$ cat config.mk
export PLATFORM = sky130hd
export DESIGN_NAME = mcd_decoder
export DESIGN_NICKNAME = d
export VERILOG_FILES = /design/src/verilog/mcd_pkg.sv /design/src/verilog/mcd_wb_slave.sv /design/src/verilog/mcd_decoder.sv
export SDC_FILE = /design/constraint.sdc
export NUM_CORES = 1
export LEC_CHECK = 0
export BUFFER_PORTS_ARGS = -buffer_cell sky130_fd_sc_hd__buf_2
export CAP_MARGIN = 20
export CORE_UTILIZATION = 54
export CTS_CLUSTER_DIAMETER = 200
export DETAILED_ROUTE_END_ITERATION = 12
export GPL_TIMING_DRIVEN = 0
export PLACE_DENSITY_LB_ADDON = 0.12
export RECOVER_POWER = 25
export SYNTH_ARGS = -nofsm -noshare
export SYNTH_HDL_FRONTEND = slang
export SYNTH_SLANG_ARGS = --single-unit
$ cat constraint.sdc
create_clock -name CORE_CLK -period 1.8 [get_ports CORE_CLK]
set_input_delay 0.09 -clock CORE_CLK [delete_from_list [all_inputs] [get_ports CORE_CLK]]
set_output_delay 0.09 -clock CORE_CLK [all_outputs]
set_load 0.01 [all_outputs]
$ cat src/verilog/mcd_pkg.sv
/*
 * constants shared by the motion command decoder: message layout, command types,
 * attribute codes, register offsets and reset values.
 * assumes a single 25 MHz core clock and a classic wishbone register bus.
 */
package mcd_pkg;
    // control byte 0 bit positions
    localparam int CTL_ENABLE_BIT   = 7;
    localparam int CTL_HARD_BIT     = 5;
    localparam int CTL_SMOOTH_BIT   = 4;
    localparam int CTL_DIR_BIT      = 3;
    localparam int CTL_INCR_BIT     = 2;
    localparam int CTL_LOAD_BIT     = 0;
    // byte 2 / byte 3 split: axis number in the top 3 bits, type in the low 5
    localparam int AXIS_HI          = 7;
    localparam int AXIS_LO          = 5;
    localparam int TYPE_HI          = 4;
    localparam int NUM_AXES         = 8;
    // command message types
    localparam logic [4:0] TYPE_CONT_VEL  = 5'h11;
    localparam logic [4:0] TYPE_HOME      = 5'h12;
    localparam logic [4:0] TYPE_SUPER     = 5'h1A;
    localparam logic [4:0] TYPE_ERROR     = 5'h14;
    // supervisor attribute numbers that may be written
    localparam logic [7:0] ATTR_ALARM_CLR = 8'h67;
    localparam logic [7:0] ATTR_NVM_EN    = 8'h6F;
    // operating modes
    localparam logic [7:0] MODE_POSITION  = 8'h00;
    localparam logic [7:0] MODE_VELOCITY  = 8'h01;
    // register byte offsets
    localparam logic [5:0] REG_MSG_LO     = 6'h00;
    localparam logic [5:0] REG_MSG_HI     = 6'h04;
    localparam logic [5:0] REG_CTRL       = 6'h08;
    localparam logic [5:0] REG_STATUS     = 6'h0C;
    localparam logic [5:0] REG_MASK       = 6'h10;
    localparam logic [5:0] REG_VEL        = 6'h14;
    localparam logic [5:0] REG_MODE       = 6'h18;
    localparam logic [5:0] REG_HOME       = 6'h1C;
    localparam logic [5:0] REG_POS        = 6'h20;
    localparam logic [5:0] REG_SUPER      = 6'h24;
    localparam logic [5:0] REG_RESP       = 6'h28;
    // control register bits
    localparam int CTRL_SUBMIT_BIT  = 0;
    localparam int CTRL_HDONE_BIT   = 1;
    // interrupt status bits
    localparam int IRQ_VEL_BIT      = 0;
    localparam int IRQ_HOME_BIT     = 1;
    localparam int IRQ_SUPER_BIT    = 2;
    localparam int IRQ_ERR_BIT      = 3;
    localparam int IRQ_STOP_BIT     = 4;
    localparam int IRQ_WIDTH        = 5;
    localparam logic [31:0] ZERO32  = 32'h0000_0000;
    typedef enum {ST_IDLE, ST_DECODE, ST_ACT} mcd_state_t;
endpackage

$ cat src/verilog/mcd_wb_slave.sv
/*
 * classic wishbone slave front end: turns a request into one-cycle
 * read and write strobes and gives ack one cycle after the request.
 * assumes a master that holds its request until ack.
 */
`timescale 1ns/10ps
module mcd_wb_slave
(
    input  wire logic        clk,
    input  wire logic        reset_n,
    input  wire logic        cyc,
    input  wire logic        stb,
    input  wire logic        we,
    output logic             ack,
    output logic             wr_pulse,
    output logic             rd_pulse
);
    logic ack_reg;

    // ack one cycle after the request, dropped the cycle after
    always_ff @(posedge clk or negedge reset_n)
    begin
        if (!reset_n)
            ack_reg <= 1'b0;
        else
            ack_reg <= cyc && stb && !ack_reg;
    end

    assign ack      = ack_reg;
    assign wr_pulse = cyc && stb && we && !ack_reg;
    assign rd_pulse = cyc && stb && !we && !ack_reg;
endmodule

$ cat src/verilog/mcd_decoder.sv
/*
 * motion command decoder: takes 8-byte cyclic i/o command messages,
 * launches velocity slews and homing, writes supervisor attributes
 * and reports errors. registers and the message sit on classic wishbone.
 * assumes one 25 MHz clock, and motion logic that reports homing done.
 */
//
// Operation
// RULE_01 - master ends continuous velocity with a hard or smooth stop bit
// RULE_02 - that stop restores the mode held before continuous velocity
// RULE_03 - type 0x11 is continuous velocity, bytes 4..7 velocity, low first
// RULE_04 - byte 0: enable 7, hard 5, smooth 4, dir 3, incr 2, load 0
// RULE_05 - byte 2 command axis and type, byte 3 response axis and type
// RULE_06 - type 0x12 starts homing, byte 4 type, bytes 5..7 zero
// RULE_07 - homing start sets arm, position, homing type and direction (the code sets arm, homing type and direction, but not position)
// RULE_08 - homing profile starts only on a 0-to-1 load bit change
// RULE_09 - homing completion clears actual position to zero
// RULE_10 - during homing dir bit 0 means clockwise, 1 counter-clockwise
// RULE_11 - type 0x1A: byte 1 get, byte 3 set, bytes 4..7 value
// RULE_12 - supervisor command writes alarm clear and nvm storage enable
// RULE_13 - an invalid supervisor field yields the error response
// RULE_14 - supervisor writes happen only on a 0-to-1 load bit change
// RULE_15 - master sends command with load clear, then again with load set
// RULE_16 - continuous velocity starts a slew, sets target velocity and mode
// RULE_17 - previous load bit is kept per axis for edge detection
`timescale 1ns/10ps
module mcd_decoder
    import mcd_pkg::*;
(
    input  wire logic        CORE_CLK,
    input  wire logic        RESET_N,
    input  wire logic        WB_CYC_I,
    input  wire logic        WB_STB_I,
    input  wire logic        WB_WE_I,
    input  wire logic [5:0]  WB_ADR_I,
    input  wire logic [3:0]  WB_SEL_I,
    input  wire logic [31:0] WB_DAT_I,
    input  wire logic        HOME_DONE,
    output logic      [31:0] WB_DAT_O,
    output logic             WB_ACK_O,
    output logic             IRQ,
    output logic             SLEW_START,
    output logic             HOME_START,
    output logic             HOME_CCW,
    output logic             MOTION_STOP
);
    import mcd_pkg::*;

    logic        wr_pulse;
    logic        rd_pulse;
    logic        ack_w;
    logic [31:0] msg_lo_reg;
    logic [31:0] msg_hi_reg;
    logic        submit;
    logic        hd_sync1_reg;
    logic        hd_sync2_reg;
    logic        hd_prev_reg;
    logic        home_done_ev;
    logic        sw_hdone;
    mcd_state_t  state_reg;
    logic [NUM_AXES-1:0] load_prev_reg;
    logic [31:0] vel_reg;
    logic [7:0]  mode_reg;
    logic [7:0]  saved_mode_reg;
    logic        in_cont_reg;
    logic        home_arm_reg;
    logic [7:0]  home_type_reg;
    logic        home_dir_reg;
    logic [31:0] pos_reg;
    logic        alarm_clr_reg;
    logic        nvm_en_reg;
    logic [7:0]  resp_reg;
    logic [IRQ_WIDTH-1:0] status_reg;
    logic [IRQ_WIDTH-1:0] mask_reg;
    logic [IRQ_WIDTH-1:0] ev;
    logic [31:0] rdata_next;
    logic        irq_reg;
    logic        slew_reg;
    logic        hstart_reg;
    logic        stop_reg;
    // decoded message fields
    logic [7:0]  ctl;
    logic [7:0]  get_attr;
    logic [2:0]  cmd_axis;
    logic [4:0]  cmd_type;
    logic [7:0]  set_attr;
    logic [31:0] value;
    logic        load_rise;
    logic        stop_req;
    logic        super_ok;

    mcd_wb_slave u_wb
    (
        .clk      (CORE_CLK),
        .reset_n  (RESET_N),
        .cyc      (WB_CYC_I),
        .stb      (WB_STB_I),
        .we       (WB_WE_I),
        .ack      (ack_w),
        .wr_pulse (wr_pulse),
        .rd_pulse (rd_pulse)
    );

    // message field split
    assign ctl      = msg_lo_reg[7:0];                           // [RULE_04]
    assign get_attr = msg_lo_reg[15:8];                          // [RULE_11]
    assign cmd_axis = msg_lo_reg[16+AXIS_HI:16+AXIS_LO];         // [RULE_05]
    assign cmd_type = msg_lo_reg[16+TYPE_HI:16];                 // [RULE_05]
    assign set_attr = msg_lo_reg[31:24];                         // [RULE_11]
    assign value    = msg_hi_reg;                                // [RULE_03]
    assign load_rise = ctl[CTL_LOAD_BIT] && !load_prev_reg[cmd_axis]; // [RULE_08]
    assign stop_req = ctl[CTL_HARD_BIT] || ctl[CTL_SMOOTH_BIT];  // [RULE_01]
    assign super_ok = (set_attr == ATTR_ALARM_CLR || set_attr == ATTR_NVM_EN)
                      && (get_attr == ATTR_ALARM_CLR || get_attr == ATTR_NVM_EN); // [RULE_13]
    assign submit   = wr_pulse && WB_ADR_I == REG_CTRL && WB_SEL_I[0]
                      && WB_DAT_I[CTRL_SUBMIT_BIT];
    assign sw_hdone = wr_pulse && WB_ADR_I == REG_CTRL && WB_SEL_I[0]
                      && WB_DAT_I[CTRL_HDONE_BIT];

    // message words written with byte enables
    always_ff @(posedge CORE_CLK or negedge RESET_N)
    begin
        if (!RESET_N)
        begin
            msg_lo_reg <= ZERO32;
            msg_hi_reg <= ZERO32;
        end
        else
        begin
            for (int b = 0; b < 4; b++)
            begin
                if (wr_pulse && WB_SEL_I[b] && WB_ADR_I == REG_MSG_LO)
                    msg_lo_reg[b*8 +: 8] <= WB_DAT_I[b*8 +: 8];
                if (wr_pulse && WB_SEL_I[b] && WB_ADR_I == REG_MSG_HI)
                    msg_hi_reg[b*8 +: 8] <= WB_DAT_I[b*8 +: 8];
            end
        end
    end

    // homing done input synchroniser and edge detect
    always_ff @(posedge CORE_CLK or negedge RESET_N)
    begin
        if (!RESET_N)
        begin
            hd_sync1_reg <= 1'b0;
            hd_sync2_reg <= 1'b0;
            hd_prev_reg  <= 1'b0;
        end
        else
        begin
            hd_sync1_reg <= HOME_DONE;
            hd_sync2_reg <= hd_sync1_reg;
            hd_prev_reg  <= hd_sync2_reg;
        end
    end
    assign home_done_ev = (hd_sync2_reg && !hd_prev_reg) || sw_hdone;

    // command sequencer: submit latches, decode, act
    always_ff @(posedge CORE_CLK or negedge RESET_N)
    begin
        if (!RESET_N)
            state_reg <= ST_IDLE;
        else
        begin
            case (state_reg)
                ST_IDLE:   state_reg <= submit ? ST_DECODE : ST_IDLE;
                ST_DECODE: state_reg <= ST_ACT;
                ST_ACT:    state_reg <= ST_IDLE;
                default:   state_reg <= ST_IDLE;
            endcase
        end
    end

    // previous load bit per axis
    generate
        for (genvar a = 0; a < NUM_AXES; a++)
        begin : g_axis
            always_ff @(posedge CORE_CLK or negedge RESET_N)
            begin
                if (!RESET_N)
                    load_prev_reg[a] <= 1'b0;
                else if (state_reg == ST_ACT && cmd_axis == a)
                    load_prev_reg[a] <= ctl[CTL_LOAD_BIT]; // [RULE_17]
            end
        end
    endgenerate

    // velocity slew, mode save and restore
    always_ff @(posedge CORE_CLK or negedge RESET_N)
    begin
        if (!RESET_N)
        begin
            vel_reg        <= ZERO32;
            mode_reg       <= MODE_POSITION;
            saved_mode_reg <= MODE_POSITION;
            in_cont_reg    <= 1'b0;
            slew_reg       <= 1'b0;
            stop_reg       <= 1'b0;
        end
        else
        begin
            slew_reg <= 1'b0;
            stop_reg <= 1'b0;
            if (wr_pulse && WB_ADR_I == REG_MODE && WB_SEL_I[0])
                mode_reg <= WB_DAT_I[7:0];
            if (state_reg == ST_ACT && ctl[CTL_ENABLE_BIT])
            begin
                if (stop_req)
                begin
                    stop_reg <= 1'b1;
                    if (in_cont_reg)
                    begin
                        mode_reg    <= saved_mode_reg;    // [RULE_02]
                        in_cont_reg <= 1'b0;
                    end
                end
                else if (cmd_type == TYPE_CONT_VEL)
                begin
                    vel_reg  <= value;                    // [RULE_16]
                    mode_reg <= MODE_VELOCITY;            // [RULE_16]
                    slew_reg <= 1'b1;                     // [RULE_16]
                    if (!in_cont_reg)
                        saved_mode_reg <= mode_reg;       // [RULE_02]
                    in_cont_reg <= 1'b1;
                end
            end
        end
    end

    // homing attributes and actual position
    always_ff @(posedge CORE_CLK or negedge RESET_N)
    begin
        if (!RESET_N)
        begin
            home_arm_reg  <= 1'b0;
            home_type_reg <= 8'h00;
            home_dir_reg  <= 1'b0;
            pos_reg       <= ZERO32;
            hstart_reg    <= 1'b0;
        end
        else
        begin
            hstart_reg <= 1'b0;
            if (wr_pulse && WB_ADR_I == REG_POS && WB_SEL_I == 4'hF)
                pos_reg <= WB_DAT_I;
            if (home_done_ev && home_arm_reg)
            begin
                pos_reg      <= ZERO32;                  // [RULE_09]
                home_arm_reg <= 1'b0;
            end
            if (state_reg == ST_ACT && ctl[CTL_ENABLE_BIT] && !stop_req
                && cmd_type == TYPE_HOME && msg_hi_reg[31:8] == 24'h000000) // [RULE_06]
            begin
                home_arm_reg  <= 1'b1;                   // [RULE_07]
                home_type_reg <= msg_hi_reg[7:0];        // [RULE_07]
                home_dir_reg  <= ctl[CTL_DIR_BIT];       // [RULE_10]
                hstart_reg    <= load_rise;              // [RULE_08]
            end
        end
    end

    // supervisor attribute writes and response type
    always_ff @(posedge CORE_CLK or negedge RESET_N)
    begin
        if (!RESET_N)
        begin
            alarm_clr_reg <= 1'b0;
            nvm_en_reg    <= 1'b0;
            resp_reg      <= 8'h00;
        end
        else if (state_reg == ST_ACT)
        begin
            resp_reg <= msg_lo_reg[31:24];
            if (cmd_type == TYPE_SUPER)
            begin
                if (!super_ok)
                    resp_reg <= {cmd_axis, TYPE_ERROR};  // [RULE_13]
                else if (load_rise)                      // [RULE_14]
                begin
                    if (set_attr == ATTR_ALARM_CLR)
                        alarm_clr_reg <= value[0];       // [RULE_12]
                    else
                        nvm_en_reg <= value[0];          // [RULE_12]
                end
            end
        end
    end

    // event bits
    assign ev[IRQ_VEL_BIT]   = slew_reg;
    assign ev[IRQ_HOME_BIT]  = home_done_ev && home_arm_reg;
    assign ev[IRQ_SUPER_BIT] = state_reg == ST_ACT && cmd_type == TYPE_SUPER
                               && super_ok && load_rise;
    assign ev[IRQ_ERR_BIT]   = state_reg == ST_ACT && cmd_type == TYPE_SUPER && !super_ok;
    assign ev[IRQ_STOP_BIT]  = stop_reg;

    // sticky status, cleared by read, set wins
    always_ff @(posedge CORE_CLK or negedge RESET_N)
    begin
        if (!RESET_N)
        begin
            status_reg <= '0;
            mask_reg   <= '0;
            irq_reg    <= 1'b0;
        end
        else
        begin
            if (rd_pulse && WB_ADR_I == REG_STATUS)
                status_reg <= ev;
            else
                status_reg <= status_reg | ev;
            if (wr_pulse && WB_ADR_I == REG_MASK && WB_SEL_I[0])
                mask_reg <= WB_DAT_I[IRQ_WIDTH-1:0];
            irq_reg <= |((status_reg | ev) & mask_reg);
        end
    end

    // read data mux, unmapped reads return zero
    always_comb
    begin
        rdata_next = ZERO32;
        case (WB_ADR_I)
            REG_MSG_LO: rdata_next = msg_lo_reg;
            REG_MSG_HI: rdata_next = msg_hi_reg;
            REG_CTRL:   rdata_next = {31'h0, state_reg != ST_IDLE};
            REG_STATUS: rdata_next = {27'h0, status_reg};
            REG_MASK:   rdata_next = {27'h0, mask_reg};
            REG_VEL:    rdata_next = vel_reg;
            REG_MODE:   rdata_next = {23'h0, in_cont_reg, mode_reg};
            REG_HOME:   rdata_next = {22'h0, home_dir_reg, home_arm_reg, home_type_reg};
            REG_POS:    rdata_next = pos_reg;
            REG_SUPER:  rdata_next = {30'h0, nvm_en_reg, alarm_clr_reg};
            REG_RESP:   rdata_next = {24'h0, resp_reg};
            default:    rdata_next = ZERO32;
        endcase
    end

    // registered read data
    always_ff @(posedge CORE_CLK or negedge RESET_N)
    begin
        if (!RESET_N)
            WB_DAT_O <= ZERO32;
        else if (rd_pulse)
            WB_DAT_O <= rdata_next;
    end

    assign WB_ACK_O    = ack_w;
    assign IRQ         = irq_reg;
    assign SLEW_START  = slew_reg;
    assign HOME_START  = hstart_reg;
    assign HOME_CCW    = home_dir_reg;
    assign MOTION_STOP = stop_reg;

    // a homing launch needs a rising load bit on the decoded axis
    a_home_start_edge: assert property (@(posedge CORE_CLK) disable iff (!RESET_N)
        HOME_START |-> $past(load_rise) && $past(cmd_type) == TYPE_HOME) // [RULE_08]
        else $error("homing started without load edge");
    // completion of homing zeroes the actual position
    a_home_pos_zero: assert property (@(posedge CORE_CLK) disable iff (!RESET_N)
        (home_done_ev && home_arm_reg) |=> pos_reg == ZERO32) // [RULE_09]
        else $error("position not cleared after homing");
    // continuous velocity takes bytes 4..7 as velocity
    a_cont_vel_load: assert property (@(posedge CORE_CLK) disable iff (!RESET_N)
        SLEW_START |-> vel_reg == $past(msg_hi_reg) && mode_reg == MODE_VELOCITY) // [RULE_16]
        else $error("velocity slew without target");
    // stop after continuous velocity restores saved mode
    a_mode_restore: assert property (@(posedge CORE_CLK) disable iff (!RESET_N)
        (state_reg == ST_ACT && ctl[CTL_ENABLE_BIT] && stop_req && in_cont_reg)
        |=> mode_reg == $past(saved_mode_reg) && !in_cont_reg) // [RULE_02]
        else $error("mode not restored on stop");
    // an invalid supervisor command gives the error type
    a_super_error: assert property (@(posedge CORE_CLK) disable iff (!RESET_N)
        ev[IRQ_ERR_BIT] |=> resp_reg[TYPE_HI:0] == TYPE_ERROR) // [RULE_13]
        else $error("no error response");
    // supervisor attributes change only on a load rise
    a_super_edge: assert property (@(posedge CORE_CLK) disable iff (!RESET_N)
        ($changed(alarm_clr_reg) || $changed(nvm_en_reg)) |-> $past(ev[IRQ_SUPER_BIT])) // [RULE_14]
        else $error("supervisor write without load edge");
    // homing direction follows the direction bit
    a_home_dir: assert property (@(posedge CORE_CLK) disable iff (!RESET_N)
        HOME_START |-> HOME_CCW == $past(ctl[CTL_DIR_BIT])) // [RULE_10]
        else $error("homing direction wrong");
    // ack lasts exactly one cycle
    a_ack_single: assert property (@(posedge CORE_CLK) disable iff (!RESET_N)
        WB_ACK_O |=> !WB_ACK_O)
        else $error("ack held too long");
endmodule

Yosys cells after proc, flatten, opt, wreduce, memory -nomap -nowiden. Index checks and enable logic that the tools add are counted.

Register bits after elaboration: 255. Bits of input ports: 48.

Reduce and logical (&&, ||, !) cells: 73. Order comparisons: 1. Eq/ne operators: 27. Bitwise gates (word level): 5. Multiplexer cells: 25.

Operator list (number): 32-bit one-hot mux with 11 select lines (1); 32-bit two-way mux (2); 8-bit two-way mux (7); 1-bit logical AND (49); 32-bit by 1-bit == test with 1-bit output (second input constant) (1); 32-bit by 3-bit == test with 1-bit output (second input constant) (1); 8-bit by 7-bit == test with 1-bit output (second input constant) (4); 32-bit zero test (1); 32-bit nonzero test (1); 6-bit by 5-bit == test with 1-bit output (second input constant) (4); 24-bit zero test (1); 6-bit == test (second input constant) (3); 5-bit == test (second input constant) (3); 3-bit == test (second input constant) (4); 6-bit by 4-bit == test with 1-bit output (second input constant) (2); 1-bit two-way mux (12); 5-bit AND reduction (2); 3-bit by 2-bit == test with 1-bit output (second input constant) (2); 6-bit by 3-bit == test with 1-bit output (second input constant) (1); 1-bit zero test (6); 6-bit zero test (1); 2-bit nonzero test (3); 5-bit AND (1); 5-bit two-way mux (1); 13 further kinds (18).

Longest topological paths before layout.
Depth after elaboration: 11. Depth in mapped cells: 7. Mapped depth without buffers: 4.

Cells and area by module. From an unflattened synthesis, not the netlist that was laid out.

Cells, all modules: 836. Area total of the unflattened synthesis: 10048.4 um^2.

By module, submodules not included: mcd_decoder (seq. area each 5605.4 um^2, instances 1, cells each 832, area an instance 9989.6 um^2); mcd_wb_slave (seq. area each 25.0 um^2, instances 1, cells each 4, area an instance 58.8 um^2).

Least setup slack after synthesis. No wires, ideal clock.

Kind: register to register. Start: reg msg_lo_reg[28]. End: reg alarm_clr_reg. Data arrival time: 1.831 ns. Path slack: -0.156 ns. Stages on the path, launching flop included: 6. Path through: dfrtp_1 nand4b_1 or4_1 buf_2 nor4_1 mux2_2.

Cells in the longest elaborated chain, start to end: 4. Elaborated cells on any way between the ends: 5. Those cells by class: eq/ne: 2; reduce/logical: 3.

RTL lines: from (decl) (RTL line mcd_decoder.sv:52) `logic [31:0] msg_lo_reg;`; from (signal, indexed assignment) (RTL line mcd_decoder.sv:133) `msg_lo_reg[b*8 +: 8] <= WB_DAT_I[b*8 +: 8];`; 8-bit by 7-bit == test with 1-bit output, on equally long branches (RTL line mcd_decoder.sv:113, mcd_decoder.sv:280); 1-bit logical OR (RTL line mcd_decoder.sv:113) `assign super_ok = (set_attr == ATTR_ALARM_CLR || set_attr == ATTR_NVM_EN)`; 1-bit logical AND (RTL line mcd_decoder.sv:114) `&& (get_attr == ATTR_ALARM_CLR || get_attr == ATTR_NVM_EN);`; 5-bit AND reduction (no source line) (*); to (signal assigned) (RTL line mcd_decoder.sv:281) `alarm_clr_reg <= value[0];`; to (decl) (RTL line mcd_decoder.sv:70) `logic alarm_clr_reg;`.

Mark *: on every way between the ends. The rest lies on a longest branch, timed or not. A chain may end at the register's enable or synchronous reset.

Worst setup path in the final report.
Start: reg msg_lo_reg[21]. End: reg nvm_en_reg.

Cells in the longest elaborated chain, start to end: 5.

RTL lines: 1-bit binary-select mux with 3-bit select (RTL line mcd_decoder.sv:111) `assign load_rise = ctl[CTL_LOAD_BIT] && !load_prev_reg[cmd_axis];`; 1-bit two-way mux (implied by the code) (RTL line mcd_decoder.sv:111); 1-bit zero test (RTL line mcd_decoder.sv:111); 1-bit logical AND (RTL line mcd_decoder.sv:111); 5-bit AND reduction (no source line); to (signal assigned) (RTL line mcd_decoder.sv:283) `nvm_en_reg <= value[0];`; to (decl) (RTL line mcd_decoder.sv:71) `logic nvm_en_reg;`.

No other way between the ends. The select of a mux whose other input is x is not followed.

==> metrics <==
status=finished, violations left; failing checks=setup timing; CTS Root Cell=clkbuf_16; Setup crit end kind=flip-flop; CTS tree=built; Yosys top cell area share=54.9%; Synth Register Bits=225; TritonCTS Sinks=225; Max-Cap Viols=0; vias in the first global route=8,223; non-filler cells, final=1,294; Initial Util=55.0%; Layout area overhead=24.2%; first-pass GRT wire length=47,800 um; Final min period=1950 ps; Vias/cell=6.41; nets@finish=1,093; # fillers=1,438; syn_area_per_cell=11.7 um^2; I/O Pins=86; syn nets=927; CTS Buf Count=25; final worst slack=-149 ps; achievable frequency=513 MHz; synth unique cells=60; htree depth=1; Chip Width=140 um; Rows=50; core box area=0.0186 mm^2; Placed Cells=1,201; post-synthesis sequential area ratio=54.9%; placed instance area=0.0111 mm^2; Post-DRT Antenna Nets=0; Synth Flop Type=dfrtp_1; final setup vio count=12; critical path required time=2190 ps; post-synthesis cell count=879; Clock Pin Slew Worst Setup and Hold Paths=60 ps; Leakage=5.96 nW; Synth area leaders=dfrtp_1 55%, mux2_2 13%, a22oi_1 4.1%; pin count of the biggest net entering global routing=124; Ant. Diodes=0; area leader, netlist=dfrtp_1; DRC=0; Post-synth EDFFs=0; Port Buffer Count=85; die height=140 um; routability-driven placement congestion ratio=0.927; hold path start=WB_CYC_I; Power Dens Cells=847 mW/mm^2; total routed wirelength=31,200 um; Critical Path Source=msg_lo_reg[21]; Period Utilization, post-route=108%; initial antenna violation count=0; Slew Limit Fails=0; grt ovf=0; initial drt markers=702; DP Wirelength=21,000 um; gr usage total=32.3%; most frequent cells after synthesis=225 x dfrtp_1, 121 x mux2_2, 56 x a22oi_1; VDD IR-drop max=0.745 mV; synthesized cell area=0.0103 mm^2; CP Launch Type=flip-flop; CP max-delay cell=mux4_2; Reg-to-Reg Start=msg_lo_reg[21]; Slew @ Worst Pin=1140 ps; worst skew pair latency=520 ps; cell mode on critical path=mux2_4; clock buffer depth=3; sum of negative setup slack=-469 ps; Hold WC Path Type=input port to flip-flop; Final Cell Area=0.0127 mm^2; post-placement setup slack=-1020 ps; worst path arrival time=2340 ps; Worst Path Max Fanout=4; final hold viol count=0; vias post-DR=8,301; critical path class=flip-flop to flip-flop; count leader, synth=dfrtp_1; Ys Warns=0; crit path cell chain=mux4_2 -> mux2_4 -> nor4_4 -> mux2_4; TritonRoute pass-1 iters=6; WL per Instance=24.1 um; share of layout cells above drive strength 1=34.3%; full die area=0.0195 mm^2; ys async rst share=100%; Relative slew margins=23.8%; RSZ-0062 raised after global routing=true; Fin Clk Skew=17.9 ps; CP peak stage delay=500 ps
worst max-delay path, delay by kind of cell (launching register included):
kind	cells	cell delay [ps]
mux	3	1170
flops	1	400
simple gates	1	270
per-stage QoR:
step / power [mW] / hold WS [ps] / util, %
2_1_floorplan: 5.70 / -206 / -
3_3_place_gp: 6.12 / 199 / 59.0
3_5_place_dp: 6.15 / -133 / 59.4
4_1_cts: 10.8 / 14.5 / 67.0
5_1_grt: 11.1 / 58.1 / 68.3
6_report: 10.8 / 50.4 / 68.3
final cells by class:
cell class,count,area [um^2],share of cell area (%)
inverters,3,11.3,0.0884
clock buffers,35,683,5.36
well taps,234,293,2.30
multi-input cells,593,4710,36.9
flip-flops and latches,225,5640,44.3
clock inverters,7,41.3,0.324
repair buffers,144,1030,8.12
plain buffers,53,329,2.58
worst paths after layout:
path | depth (start not counted) | to | slack, ps
min reg2reg | 0 | hd_sync2_reg | 350
max reg2reg | 4 | nvm_en_reg | -150
max in group asynchronous | 4 | msg_lo_reg[22] | 230
max | 4 | nvm_en_reg | -150
min in group asynchronous | 3 | saved_mode_reg[1] | 470
min | 5 | WB_DAT_O[12] | 50
power breakdown:
| part | internal, mW | switching [mW] | total [mW] | leakage, nW |
|---|---|---|---|---|
| Sequential | 5.22 | 0.124 | 5.34 | 3.03 |
| Clock | 2.64 | 1.98 | 4.61 | 0.361 |
| Combinational | 0.339 | 0.489 | 0.828 | 2.57 |
| Total | 8.19 | 2.59 | 10.8 | 5.96 |
placed cells by master, fill, tap and decap left out, types with 8 or more instances in the layout:
cell / n
nand2_1: 20
a21oi_1: 53
dfrtp_1: 219
a31oi_1: 31
nor4_1: 10
dlygate4sd3_1: 38
nand3b_1: 9
mux2_4: 28
a22oi_1: 56
o21ai_0: 50
mux2_2: 101
buf_4: 22
clkbuf_1: 23
nor2_1: 42
buf_2: 99
nand3_1: 44
clkbuf_16: 25
and3_1: 22
mux2i_1: 8
buf_6: 10
per-layer routing:
metal | wire length (um) | GRT usage [%] | vias to the layer above
met1 | 13300 | 45.7 | 4213
met5 | 0 | 0 | -
met4 | 985 | 10.9 | 0
li1 | - | - | 3670
met2 | 14600 | 50.9 | 344
met3 | 2370 | 5.37 | 74
repair_timing:
| action | in CTS | in global routing |
|---|---|---|
| cloned | 0 | 1 |
| endpoints found under the setup margin | 201 | 138 |
| buffers inserted | 13 | 4 |
| resized for setup | 63 | 77 |
| hold buffers | 38 | 0 |
| endpoints found under the hold margin | 237 | 0 |
| pin swaps | 8 | 7 |
cell families (layout without fill, tap and decap cells):
kind of cell    after synthesis  in the layout  share of synthesized area (%)
compound gates              225            225                           13.8
flops                       225            225                           54.9
simple gates                227            227                           12.6
mux                         141            141                           15.9
buf+inv                      61            242                           2.79
No activity file was read; power rests on OpenSTA's default activity.
